File: src/cpu_regs_pkg.sv
// package: system register numbers, widths and field layout of the cpu register file
package cpu_regs_pkg;
   localparam int unsigned DATA_W       = 32;
   localparam int unsigned GPR_COUNT    = 32;
   localparam int unsigned GPR_IDX_W    = 5;
   localparam int unsigned SYS_IDX_W    = 5;
   localparam int unsigned PC_VALID_W   = 26;
   localparam int unsigned CAUSE_HALF_W = 16;

   // general register indices
   localparam logic [4:0] ZERO_REG_IDX         = 5'h00;
   localparam logic [4:0] ELEMENT_BASE_PTR_IDX = 5'h1e;

   // system register numbers
   localparam logic [4:0] SR_IRQ_SAVED_PC       = 5'h00;
   localparam logic [4:0] SR_IRQ_SAVED_STATUS   = 5'h01;
   localparam logic [4:0] SR_NMI_SAVED_PC       = 5'h02;
   localparam logic [4:0] SR_NMI_SAVED_STATUS   = 5'h03;
   localparam logic [4:0] SR_EXCEPTION_CAUSE    = 5'h04;
   localparam logic [4:0] SR_PROGRAM_STATUS     = 5'h05;
   localparam logic [4:0] SR_TCALL_SAVED_PC     = 5'h10;
   localparam logic [4:0] SR_TCALL_SAVED_STATUS = 5'h11;
   localparam logic [4:0] SR_TRAP_SAVED_PC      = 5'h12;
   localparam logic [4:0] SR_TRAP_SAVED_STATUS  = 5'h13;
   localparam logic [4:0] SR_TABLE_CALL_BASE    = 5'h14;

   // reset values
   localparam logic [31:0] REG_RESET = 32'h0000_0000;
   localparam logic [31:0] PC_RESET  = 32'h0000_0000;

   // pc masks: 26 valid bits, bit 0 fixed at zero
   localparam logic [31:0] PC_MASK = 32'h03ff_fffe;
endpackage

File: src/gpr_if.sv
// interface: ports of the general register bank between the top and its memory
`timescale 1ns/10ps
interface gpr_if;
   logic [4:0]  ra_addr;
   logic [31:0] ra_data;
   logic [4:0]  rb_addr;
   logic [31:0] rb_data;
   logic        wr_en;
   logic [4:0]  wr_addr;
   logic [31:0] wr_data;
   modport owner (output ra_addr, input ra_data, output rb_addr, input rb_data,
                  output wr_en, output wr_addr, output wr_data);
   modport mem   (input ra_addr, output ra_data, input rb_addr, output rb_data,
                  input wr_en, input wr_addr, input wr_data);
endinterface

File: src/gpr_bank.sv
// file: two-read one-write general register memory with registered read data
`timescale 1ns/10ps
module gpr_bank
   import cpu_regs_pkg::*;
#(
   parameter int unsigned DEPTH = GPR_COUNT
) (
   input  wire logic clock,   // core clock
   input  wire logic sys_rst, // async reset, high
   gpr_if.mem        bus      // read and write ports
);
   logic [31:0] mem_q [DEPTH];
   logic [31:0] ra_q;
   logic [31:0] rb_q;

   // ==========================================================
   // storage; index zero stays zero since writes to it are dropped
   always_ff @(posedge clock or posedge sys_rst) begin
      if (sys_rst) begin
         for (int i = 0; i < DEPTH; i++) begin
            mem_q[i] <= REG_RESET;
         end
         ra_q <= REG_RESET;
         rb_q <= REG_RESET;
      end else begin
         if (bus.wr_en && bus.wr_addr != ZERO_REG_IDX) begin // RL18
            mem_q[bus.wr_addr] <= bus.wr_data;
         end
         // read returns old contents on same-cycle write
         ra_q <= (bus.ra_addr == ZERO_REG_IDX) ? REG_RESET : mem_q[bus.ra_addr]; // RL2
         rb_q <= (bus.rb_addr == ZERO_REG_IDX) ? REG_RESET : mem_q[bus.rb_addr]; // RL2
      end
   end

   assign bus.ra_data = ra_q;
   assign bus.rb_data = rb_q;
endmodule // gpr_bank

File: src/cpu_register_file.sv
// file: architectural register file of the core: general registers, pc, system registers
//
// Notes on behaviour
// (RL1) thirty-two general registers, index 0 to 31, data or address use.
// (RL2) general register zero always reads zero.
// (RL3) short load/store use general register thirty as base pointer.
// (RL4) pc keeps twenty-six valid bits; upper bits read zero.
// (RL5) carry from pc bit 25 into bit 26 is dropped.
// (RL6) pc bit zero is always zero.
// (RL7) system registers selected by number in load/store system instructions.
// (RL8) exception or maskable interrupt saves pc and status into sysregs 0 and 1.
// (RL9) non-maskable interrupt saves pc and status into sysregs 2 and 3.
// (RL10) cause register 4: nmi code high half, irq code low; not writable.
// (RL11) sysreg 5 holds the program status word, read and write.
// (RL12) table call saves pc and status into sysregs 16 and 17.
// (RL13) illegal-instruction trap saves pc, status into 18, 19; read only.
// (RL14) sysreg 20 holds the table call base, read and write.
// (RL15) software must not touch sysregs 6 to 15 or 21 to 31.
// (RL16) every register is 32 bits wide.
// (RL17) bit zero of saved pc values is ignored on return.
// (RL18) writes to general register zero are silently discarded.
`timescale 1ns/10ps
module cpu_register_file
   import cpu_regs_pkg::*;
(
   input  wire logic        clock,           // core clock, 100 MHz
   input  wire logic        sys_rst,         // async reset, active high
   // general register ports
   input  wire logic [4:0]  gpr_ra_addr,     // read port a index
   input  wire logic [4:0]  gpr_rb_addr,     // read port b index
   input  wire logic        short_mem_sel,   // short load/store: port a reads base
   output logic      [31:0] gpr_ra_data,     // read port a data, next cycle
   output logic      [31:0] gpr_rb_data,     // read port b data, next cycle
   input  wire logic        gpr_wr_en,       // general register write
   input  wire logic [4:0]  gpr_wr_addr,     // write index
   input  wire logic [31:0] gpr_wr_data,     // write data
   // program counter
   input  wire logic        pc_load,         // load pc from pc_target
   input  wire logic [31:0] pc_target,       // branch or vector address
   input  wire logic        pc_step,         // advance pc by pc_step_size
   input  wire logic [2:0]  pc_step_size,    // instruction length in bytes
   input  wire logic        ret_irq,         // return through irq saved pc
   input  wire logic        ret_nmi,         // return through nmi saved pc
   input  wire logic        ret_tcall,       // return through table call saved pc
   output logic      [31:0] pc,              // program counter
   // system register access
   input  wire logic        sysreg_load_instr,  // write sysreg from sr_wr_data
   input  wire logic        sysreg_store_instr, // read sysreg onto sr_rd_data
   input  wire logic [4:0]  sr_num,          // system register number
   input  wire logic [31:0] sr_wr_data,      // value for sysreg load
   output logic      [31:0] sr_rd_data,      // value of sysreg store, next cycle
   // events
   input  wire logic        evt_irq,         // exception or maskable interrupt taken
   input  wire logic [15:0] irq_cause_code,  // its cause code
   input  wire logic        evt_nmi,         // non-maskable interrupt taken
   input  wire logic [15:0] nmi_cause_code,  // its cause code
   input  wire logic        evt_tcall,       // table call executed
   input  wire logic        evt_trap,        // illegal instruction trap
   input  wire logic        psw_upd,         // pipeline updates status flags
   input  wire logic [31:0] psw_upd_val,     // new status word
   output logic      [31:0] program_status_word, // current status
   output logic      [31:0] table_call_base      // table call base pointer
);

   // ==========================================================
   // general registers
   gpr_if gb ();

   // short forms read the element base pointer instead of the given index
   always_comb begin
      gb.ra_addr = short_mem_sel ? ELEMENT_BASE_PTR_IDX : gpr_ra_addr; // RL3
      gb.rb_addr = gpr_rb_addr;
      gb.wr_en   = gpr_wr_en;
      gb.wr_addr = gpr_wr_addr;
      gb.wr_data = gpr_wr_data;
   end

   gpr_bank #(
      .DEPTH (GPR_COUNT)                           // RL1
   ) u_gpr (
      .clock   (clock),
      .sys_rst (sys_rst),
      .bus     (gb)
   );

   assign gpr_ra_data = gb.ra_data;
   assign gpr_rb_data = gb.rb_data;

   // ==========================================================
   // helpers
   function automatic logic [31:0] pc_clean(input logic [31:0] v);
      pc_clean = v & PC_MASK; // RL4 RL6 RL17
   endfunction

   // ==========================================================
   // system registers
   // saved pairs
   logic [31:0] irq_pc_q;
   logic [31:0] irq_pc_d;
   logic [31:0] irq_st_q;
   logic [31:0] irq_st_d;
   logic [31:0] nmi_pc_q;
   logic [31:0] nmi_pc_d;
   logic [31:0] nmi_st_q;
   logic [31:0] nmi_st_d;
   logic [31:0] tc_pc_q;
   logic [31:0] tc_pc_d;
   logic [31:0] tc_st_q;
   logic [31:0] tc_st_d;
   logic [31:0] trap_pc_q;
   logic [31:0] trap_pc_d;
   logic [31:0] trap_st_q;
   logic [31:0] trap_st_d;

   // cause, status and call base
   logic [31:0] cause_q;
   logic [31:0] cause_d;
   logic [31:0] psw_q;
   logic [31:0] psw_d;
   logic [31:0] tcb_q;
   logic [31:0] tcb_d;

   // pc and read data
   logic [31:0] pc_q;
   logic [31:0] pc_d;
   logic [31:0] srd_q;
   logic [31:0] srd_d;

   // load strobe alias
   logic        ld;

   assign ld = sysreg_load_instr;

   // saved pairs: an event wins over a software load in the same cycle
   always_comb begin
      irq_pc_d  = irq_pc_q;
      irq_st_d  = irq_st_q;
      nmi_pc_d  = nmi_pc_q;
      nmi_st_d  = nmi_st_q;
      tc_pc_d   = tc_pc_q;
      tc_st_d   = tc_st_q;
      trap_pc_d = trap_pc_q;
      trap_st_d = trap_st_q;
      // trap pair has no load path, so software cannot fake a trap record
      if (ld) begin                                          // RL7
         unique case (sr_num)
            SR_IRQ_SAVED_PC:       irq_pc_d = sr_wr_data;
            SR_IRQ_SAVED_STATUS:   irq_st_d = sr_wr_data;
            SR_NMI_SAVED_PC:       nmi_pc_d = sr_wr_data;
            SR_NMI_SAVED_STATUS:   nmi_st_d = sr_wr_data;
            SR_TCALL_SAVED_PC:     tc_pc_d  = sr_wr_data;
            SR_TCALL_SAVED_STATUS: tc_st_d  = sr_wr_data;
            default: ;  // trap pair and other numbers: dropped, RL13
         endcase
      end
      // event saves use the status value before this cycle's update
      if (evt_irq) begin
         irq_pc_d = pc_q;                                    // RL8
         irq_st_d = psw_q;                                   // RL8
      end
      if (evt_nmi) begin
         nmi_pc_d = pc_q;                                    // RL9
         nmi_st_d = psw_q;                                   // RL9
      end
      if (evt_tcall) begin
         tc_pc_d = pc_q;                                     // RL12
         tc_st_d = psw_q;                                    // RL12
      end
      if (evt_trap) begin
         trap_pc_d = pc_q;                                   // RL13
         trap_st_d = psw_q;                                  // RL13
      end
   end

   // ==========================================================
   // cause, status word and call base
   always_comb begin
      cause_d = cause_q;
      psw_d   = psw_q;
      tcb_d   = tcb_q;
      if (ld) begin                                          // RL7
         unique case (sr_num)
            SR_PROGRAM_STATUS:  psw_d = sr_wr_data;          // RL11
            SR_TABLE_CALL_BASE: tcb_d = sr_wr_data;          // RL14
            default: ;  // cause and reserved numbers: dropped, RL10 RL15
         endcase
      end
      // the pipeline's own flag update beats a software load
      if (psw_upd) begin
         psw_d = psw_upd_val;
      end
      // each event writes only its own half of the cause word
      if (evt_irq) begin
         cause_d[CAUSE_HALF_W-1:0] = irq_cause_code;         // RL10
      end
      if (evt_nmi) begin
         cause_d[DATA_W-1:CAUSE_HALF_W] = nmi_cause_code;    // RL10
      end
   end

   // ==========================================================
   // program counter next value
   always_comb begin
      pc_d = pc_q;
      if (ret_nmi) begin
         pc_d = pc_clean(nmi_pc_q);                          // RL17
      end else if (ret_irq) begin
         pc_d = pc_clean(irq_pc_q);                          // RL17
      end else if (ret_tcall) begin
         pc_d = pc_clean(tc_pc_q);                           // RL17
      end else if (pc_load) begin
         pc_d = pc_clean(pc_target);                         // RL6
      end else if (pc_step) begin
         // sum wraps inside 26 bits since the mask drops the carry
         pc_d = pc_clean(pc_q + {29'h0, pc_step_size});      // RL5
      end
   end

   // ==========================================================
   // read mux for sysreg store; reserved numbers read zero
   always_comb begin
      srd_d = srd_q;
      if (sysreg_store_instr) begin                          // RL7
         unique case (sr_num)
            SR_IRQ_SAVED_PC:       srd_d = irq_pc_q;
            SR_IRQ_SAVED_STATUS:   srd_d = irq_st_q;
            SR_NMI_SAVED_PC:       srd_d = nmi_pc_q;
            SR_NMI_SAVED_STATUS:   srd_d = nmi_st_q;
            SR_EXCEPTION_CAUSE:    srd_d = cause_q;          // RL10
            SR_PROGRAM_STATUS:     srd_d = psw_q;
            SR_TCALL_SAVED_PC:     srd_d = tc_pc_q;
            SR_TCALL_SAVED_STATUS: srd_d = tc_st_q;
            SR_TRAP_SAVED_PC:      srd_d = trap_pc_q;
            SR_TRAP_SAVED_STATUS:  srd_d = trap_st_q;
            SR_TABLE_CALL_BASE:    srd_d = tcb_q;
            default:               srd_d = REG_RESET;        // RL15
         endcase
      end
   end

   // ==========================================================
   // saved pairs, all 32 bits wide
   always_ff @(posedge clock or posedge sys_rst) begin       // RL16
      if (sys_rst) begin
         irq_pc_q  <= REG_RESET;
         irq_st_q  <= REG_RESET;
         nmi_pc_q  <= REG_RESET;
         nmi_st_q  <= REG_RESET;
         tc_pc_q   <= REG_RESET;
         tc_st_q   <= REG_RESET;
         trap_pc_q <= REG_RESET;
         trap_st_q <= REG_RESET;
      end else begin
         irq_pc_q  <= irq_pc_d;
         irq_st_q  <= irq_st_d;
         nmi_pc_q  <= nmi_pc_d;
         nmi_st_q  <= nmi_st_d;
         tc_pc_q   <= tc_pc_d;
         tc_st_q   <= tc_st_d;
         trap_pc_q <= trap_pc_d;
         trap_st_q <= trap_st_d;
      end
   end

   // ==========================================================
   // cause, status word and call base registers
   always_ff @(posedge clock or posedge sys_rst) begin       // RL16
      if (sys_rst) begin
         cause_q <= REG_RESET;
         psw_q   <= REG_RESET;
         tcb_q   <= REG_RESET;
      end else begin
         cause_q <= cause_d;
         psw_q   <= psw_d;
         tcb_q   <= tcb_d;
      end
   end

   // ==========================================================
   // program counter; reset value is already even and in range
   always_ff @(posedge clock or posedge sys_rst) begin
      if (sys_rst) begin
         pc_q <= PC_RESET;
      end else begin
         pc_q <= pc_d;
      end
   end

   // ==========================================================
   // store read data; holds until the next store
   always_ff @(posedge clock or posedge sys_rst) begin
      if (sys_rst) begin
         srd_q <= REG_RESET;
      end else begin
         srd_q <= srd_d;
      end
   end

   // outputs come straight from the registers
   assign pc                  = pc_q;
   assign sr_rd_data          = srd_q;
   assign program_status_word = psw_q;
   assign table_call_base     = tcb_q;
endmodule // cpu_register_file

File: config.mk
export PLATFORM = sky130hd
export DESIGN_NAME = cpu_register_file
export DESIGN_NICKNAME = d
export VERILOG_FILES = /design/src/cpu_regs_pkg.sv /design/src/gpr_if.sv /design/src/gpr_bank.sv /design/src/cpu_register_file.sv
export SDC_FILE = /design/constraint.sdc
export NUM_CORES = 2
export LEC_CHECK = 0
export BUFFER_PORTS_ARGS = -buffer_cell sky130_fd_sc_hd__buf_4
export CORE_ASPECT_RATIO = 1.25
export CORE_MARGIN = 2
export CORE_UTILIZATION = 40
export CTS_BUF_LIST = sky130_fd_sc_hd__clkbuf_8
export DETAILED_ROUTE_END_ITERATION = 10
export SYNTH_ARGS = -nofsm -noshare
export SYNTH_HDL_FRONTEND = slang
export SYNTH_SLANG_ARGS = --single-unit
File: constraint.sdc
create_clock -name clock -period 130.3 [get_ports clock]
set_clock_uncertainty 0.1 [all_clocks]
set_input_delay 19.545 -clock clock [delete_from_list [all_inputs] [get_ports clock]]
set_output_delay 19.545 -clock clock [all_outputs]
set_load 0.01 [all_outputs]
== Word-level counts from Yosys, hierarchy flattened ==
Index checks and enable logic that the tools add are counted.
Widths: inputs -> output; s select.

* Flip-flop bits (word level): 1,504
* Input port bits: 199
* Output and inout bits: 192
* Logic and storage cells: 131

* Add/sub/neg operators: 1
* $lt $le $gt $ge: 4
* Equality and inequality tests: 10
* Muxes and demuxes: 39
* Bitwise logic cells: 3
* Reduce and logical (&&, ||, !) cells: 26

{| class="wikitable"
|+ Operator list
! kind !! number
|-
| $mux 32 || 33
|-
| $bwmux 1024 || 1
|-
| $pmux 32 s11 || 1
|-
| $bmux 32 s5 || 2
|-
| $demux 32 s5 || 1
|-
| $add 26x3->26 || 1
|-
| $eq 5x5->1 const B || 5
|-
| $reduce_bool 2->1 || 11
|-
| $ge 6x6->1 const B || 3
|-
| $not 5->6 || 3
|-
| $reduce_and 2->1 || 8
|-
| $logic_not 5->1 || 3
|-
| $eq 5x2->1 const B || 2
|-
| $eq 5x3->1 const B || 2
|-
| $reduce_bool 5->1 || 2
|-
| $lt 6x1->1 const B || 1
|-
| $eq 5x1->1 const B || 1
|-
| $mux 5 || 1
|-
| $logic_and 1x1->1 || 2
|}

== Longest topological paths before layout ==
* Depth after elaboration: 6
* Mapped depth: 9
* Gate-level depth less buffers: 8

== Cells and area by module ==
Synthesis repeated with hierarchy kept, for this count alone.

* Cell total of the unflattened synthesis: 5,770
* Area total of the unflattened synthesis: 76,390.8 sq um

{| class="wikitable"
|+ By module, submodules not included
! module !! instances !! cells each !! area an instance (sq um) !! seq. area each (sq um)
|-
| gpr_bank || 1 || 3,752 || 55,997.5 || 27,226.1
|-
| cpu_register_file || 1 || 2,018 || 20,393.3 || 10,059.6
|}

== Worst setup path after synthesis ==
No wires, ideal clock.

* Kind: input to register
* From: in pc_step_size[1]
* To: reg pc_q[19] (netlist: pc[19])
* Setup time: 0.066 ns
* Data arrival time: 21.327 ns
* Data required time: 130.134 ns
* Slack: 108.807 ns
* Cell stages on the path: 9
* Path buffers: 1
* Path through: ha_1 > inv_1 > fa_1 > nor2b_1 > nand4_1 > clkbuf_1 > or3_1 > o31ai_1 > a22o_1

* Longest elaborated chain between the ends: 6

{| class="wikitable"
|+ Ends and longest elaborated chain
! element !! line !! text
|-
| from (decl) || cpu_register_file.sv:41 || <nowiki>input wire logic [2:0] pc_step_size,</nowiki>
|-
| $add 26x3->26 || cpu_register_file.sv:215 || <nowiki>pc_d = pc_clean(pc_q + {29'h0, pc_step_size});</nowiki>
|-
| $mux 32 || cpu_register_file.sv:213 || <nowiki>end else if (pc_step) begin</nowiki>
|-
| $mux 32 || cpu_register_file.sv:211 || <nowiki>end else if (pc_load) begin</nowiki>
|-
| $mux 32 || cpu_register_file.sv:209 || <nowiki>end else if (ret_tcall) begin</nowiki>
|-
| $mux 32 || cpu_register_file.sv:207 || <nowiki>end else if (ret_irq) begin</nowiki>
|-
| $mux 32 || cpu_register_file.sv:205 || <nowiki>if (ret_nmi) begin</nowiki>
|-
| to (signal assigned) || cpu_register_file.sv:285 || <nowiki>pc_q <= pc_d;</nowiki>
|-
| to (decl) || cpu_register_file.sv:124 || <nowiki>logic [31:0] pc_q;</nowiki>
|}

No other way between the ends. The select of a mux whose other input is x is not followed.
A chain may end at the register's enable or synchronous reset.

==> impl_metrics.tcl <==
set metrics [dict create \
    status "finished clean" \
    synth_ff_type "dfrtp_1" \
    syn_inst 6202 \
    row_count 181 \
    dieHeight_um 498 \
    worst_pin_slew_ps 1340 \
    syn2layout_area_growth_pct 11.9 \
    synth_top_family_by_area "multiplexers" \
    holdPathStages 0 \
    coreArea_mm2 0.194 \
    synth_most_common_cell "dfrtp_1" \
    fin_crit_ps 23020 \
    hp-class "reg2reg" \
    grt_overflow 0 \
    wl_um 278000 \
    largest-register "u_gpr.mem_q" \
    crit_path_end_kind "async pin" \
    synth_area_leaders "dfrtp_1, mux2_2, mux4_2, mux2i_1, clkbuf_1" \
    synth-simple-area-share_pct 5.21 \
    firstDrtPassIters 8 \
    grt_usage_pct 27.5 \
    cts_resized 0 \
    ant_nets 0 \
    async_flop_share_pct 100 \
    die_x_um 399 \
    pwr_density_cell_mw_per_mm2 14.8 \
    seq_area_frac_synth_pct 47.8 \
    htreeDepth 5 \
    yosys_warnings 0 \
    first_iter_violations 5700 \
    cts_sinks 1490 \
    p_leak_nw 38.6 \
    synth_edf_count 0 \
    synth_compound_area_share_pct 10.7 \
    crit_required_ps 131150 \
    synthAdderAreaFrac_pct 0.0578 \
    slew_violations 0 \
    final_net_count 6478 \
    fillerInstances 17701 \
    synth_area_mm2 0.0780 \
    detail_route.wl_per_cell_um 30.8 \
    cts_tree "yes" \
    clock_path_buffers 4 \
    ir_drop_mv 0.0101 \
    dieArea_mm2 0.199 \
    initial_utilization_pct 40.2 \
    fin_crit_sh_pct 17.7 \
    muxShareOfSynthArea_pct 31.8 \
    io_pins 391 \
    critPathMaxFanout 184 \
    antenna_found_initial 19 \
    largest_register_ffs 1024 \
    postSynthAreaPerCell_um2 12.6 \
    cts_root_buf "clkbuf_8" \
    dp_hpwl_um 156000 \
    grt_max_degree 185 \
    drive_gt1_share_pct 35.3 \
    grt_pass1_vias 58171 \
    tns_ps 0 \
    hold_viol 0 \
    path_clk_slew_ps 50 \
    worstSetupPathType "in2async" \
    maxSlewHeadroom_pct 10.7 \
    cts_hold_buf 0 \
    gp_congestion 0.938 \
    setup_viol 0 \
    startpoint_type "input pin" \
    timing.fmax_mhz 43.4 \
    rsz0062_at_grt "no" \
    synth_top_area_cell "dfrtp_1" \
    r2r.worst_path.cells 9 \
    post_cts_buffers 0 \
    via_per_inst 6.35 \
    synth_top_area_share_pct 47.8 \
    synth_common_cells "dfrtp_1, mux2_2, clkbuf_1, mux2i_1, nand2_1" \
    cts_buffers 277 \
    clk_latency_ps 1030 \
    worstPathArrival_ps 23860 \
    route.detailed.drc 0 \
    synth-seq-cells 1490 \
    grt_pass1_wl_um 403000 \
    num_vias 57201 \
    synth_cell_types 83 \
    hold-worst-slack_ps 287 \
    port_buffers 375 \
    synth_xor_area_share_pct 0.0898 \
    drv_cap 0 \
]
-- per-layer routing --
| metal | part of all wire, % | global-route usage (%) | up-vias |
|---|---|---|---|
| met5 | 0.049 | 0 | - |
| met4 | 5.7 | 14.1 | 20 |
| met3 | 8.6 | 5.75 | 818 |
| met2 | 46 | 43.0 | 2924 |
| met1 | 40 | 35.9 | 29921 |
| li1 | - | - | 23518 |
-- cell usage in the layout, fill, tap and decap left out, types with 128 or more instances in the layout --
master and instances:
a21oi_1 128, buf_4 461, clkbuf_8 321, dfrtp_1 1490, inv_1 163, mux2_2 1024, mux2i_1 377, mux4_2 335
nand2_1 348, o21ai_1 235, o22ai_1 181
-- kinds of logic after synthesis --
kind of cell / Yosys count
AND/OR/NAND/NOR: 826
XOR/XNOR: 8
flip-flops: 1490
adder cells (fa/ha/maj): 3
other: 1
buffers and inverters: 769
AO/OA/AOI/OAI: 1232
multiplexers: 1873
-- worst max-delay path: stages --
cell and delay, ps:
buf_4 130, inv_8 520, buf_4 780, buf_12 730
buf_4 810, buf_4 960
-- layout make-up --
| cell class | instances | area, µm² | area share (%) |
|---|---|---|---|
| timing repair buffer | 478 | 3750 | 4.30 |
| multi-input combinational | 3949 | 37700 | 43.1 |
| sequential | 1490 | 37300 | 42.7 |
| tap | 2562 | 3210 | 3.67 |
| clock inverter | 123 | 667 | 0.764 |
| antenna | 5 | 12.5 | 0.0143 |
| clock buffer | 321 | 4420 | 5.06 |
| inverter | 80 | 308 | 0.353 |
-- power breakdown --
group	internal [mW]	switching (mW)
Sequential	0.544	0.0671
Clock	0.232	0.203
Combinational	0.134	0.115
-- through the flow --
step	total power, mW	instance area (µm²)	setup slack, ps	util, %	instances
finish	1.30	87300	107280	45.0	9008
global route	1.35	87300	106670	45.0	9005
CTS	1.30	87300	107160	45.0	9003
detailed placement	0.865	82200	106080	42.4	8559
global placement	0.855	82200	106160	42.4	8559
floorplan	0.776	78000	68630	-	6208
-- final timing paths --
check	start	end	slack, ps
min in group asynchronous	sys_rst	u_gpr.bus.rb_data[23]	18600
hold reg to reg	u_gpr.mem_q[1009]	u_gpr.mem_q[1009]	290
max in group clock	gpr_ra_addr[0]	u_gpr.bus.ra_data[13]	107690
hold / removal	u_gpr.mem_q[1009]	u_gpr.mem_q[1009]	290
setup reg to reg	pc[1]	pc[15]	126720
setup / recovery	sys_rst	u_gpr.mem_q[70]	107280
No activity file was read; power rests on OpenSTA's default activity.
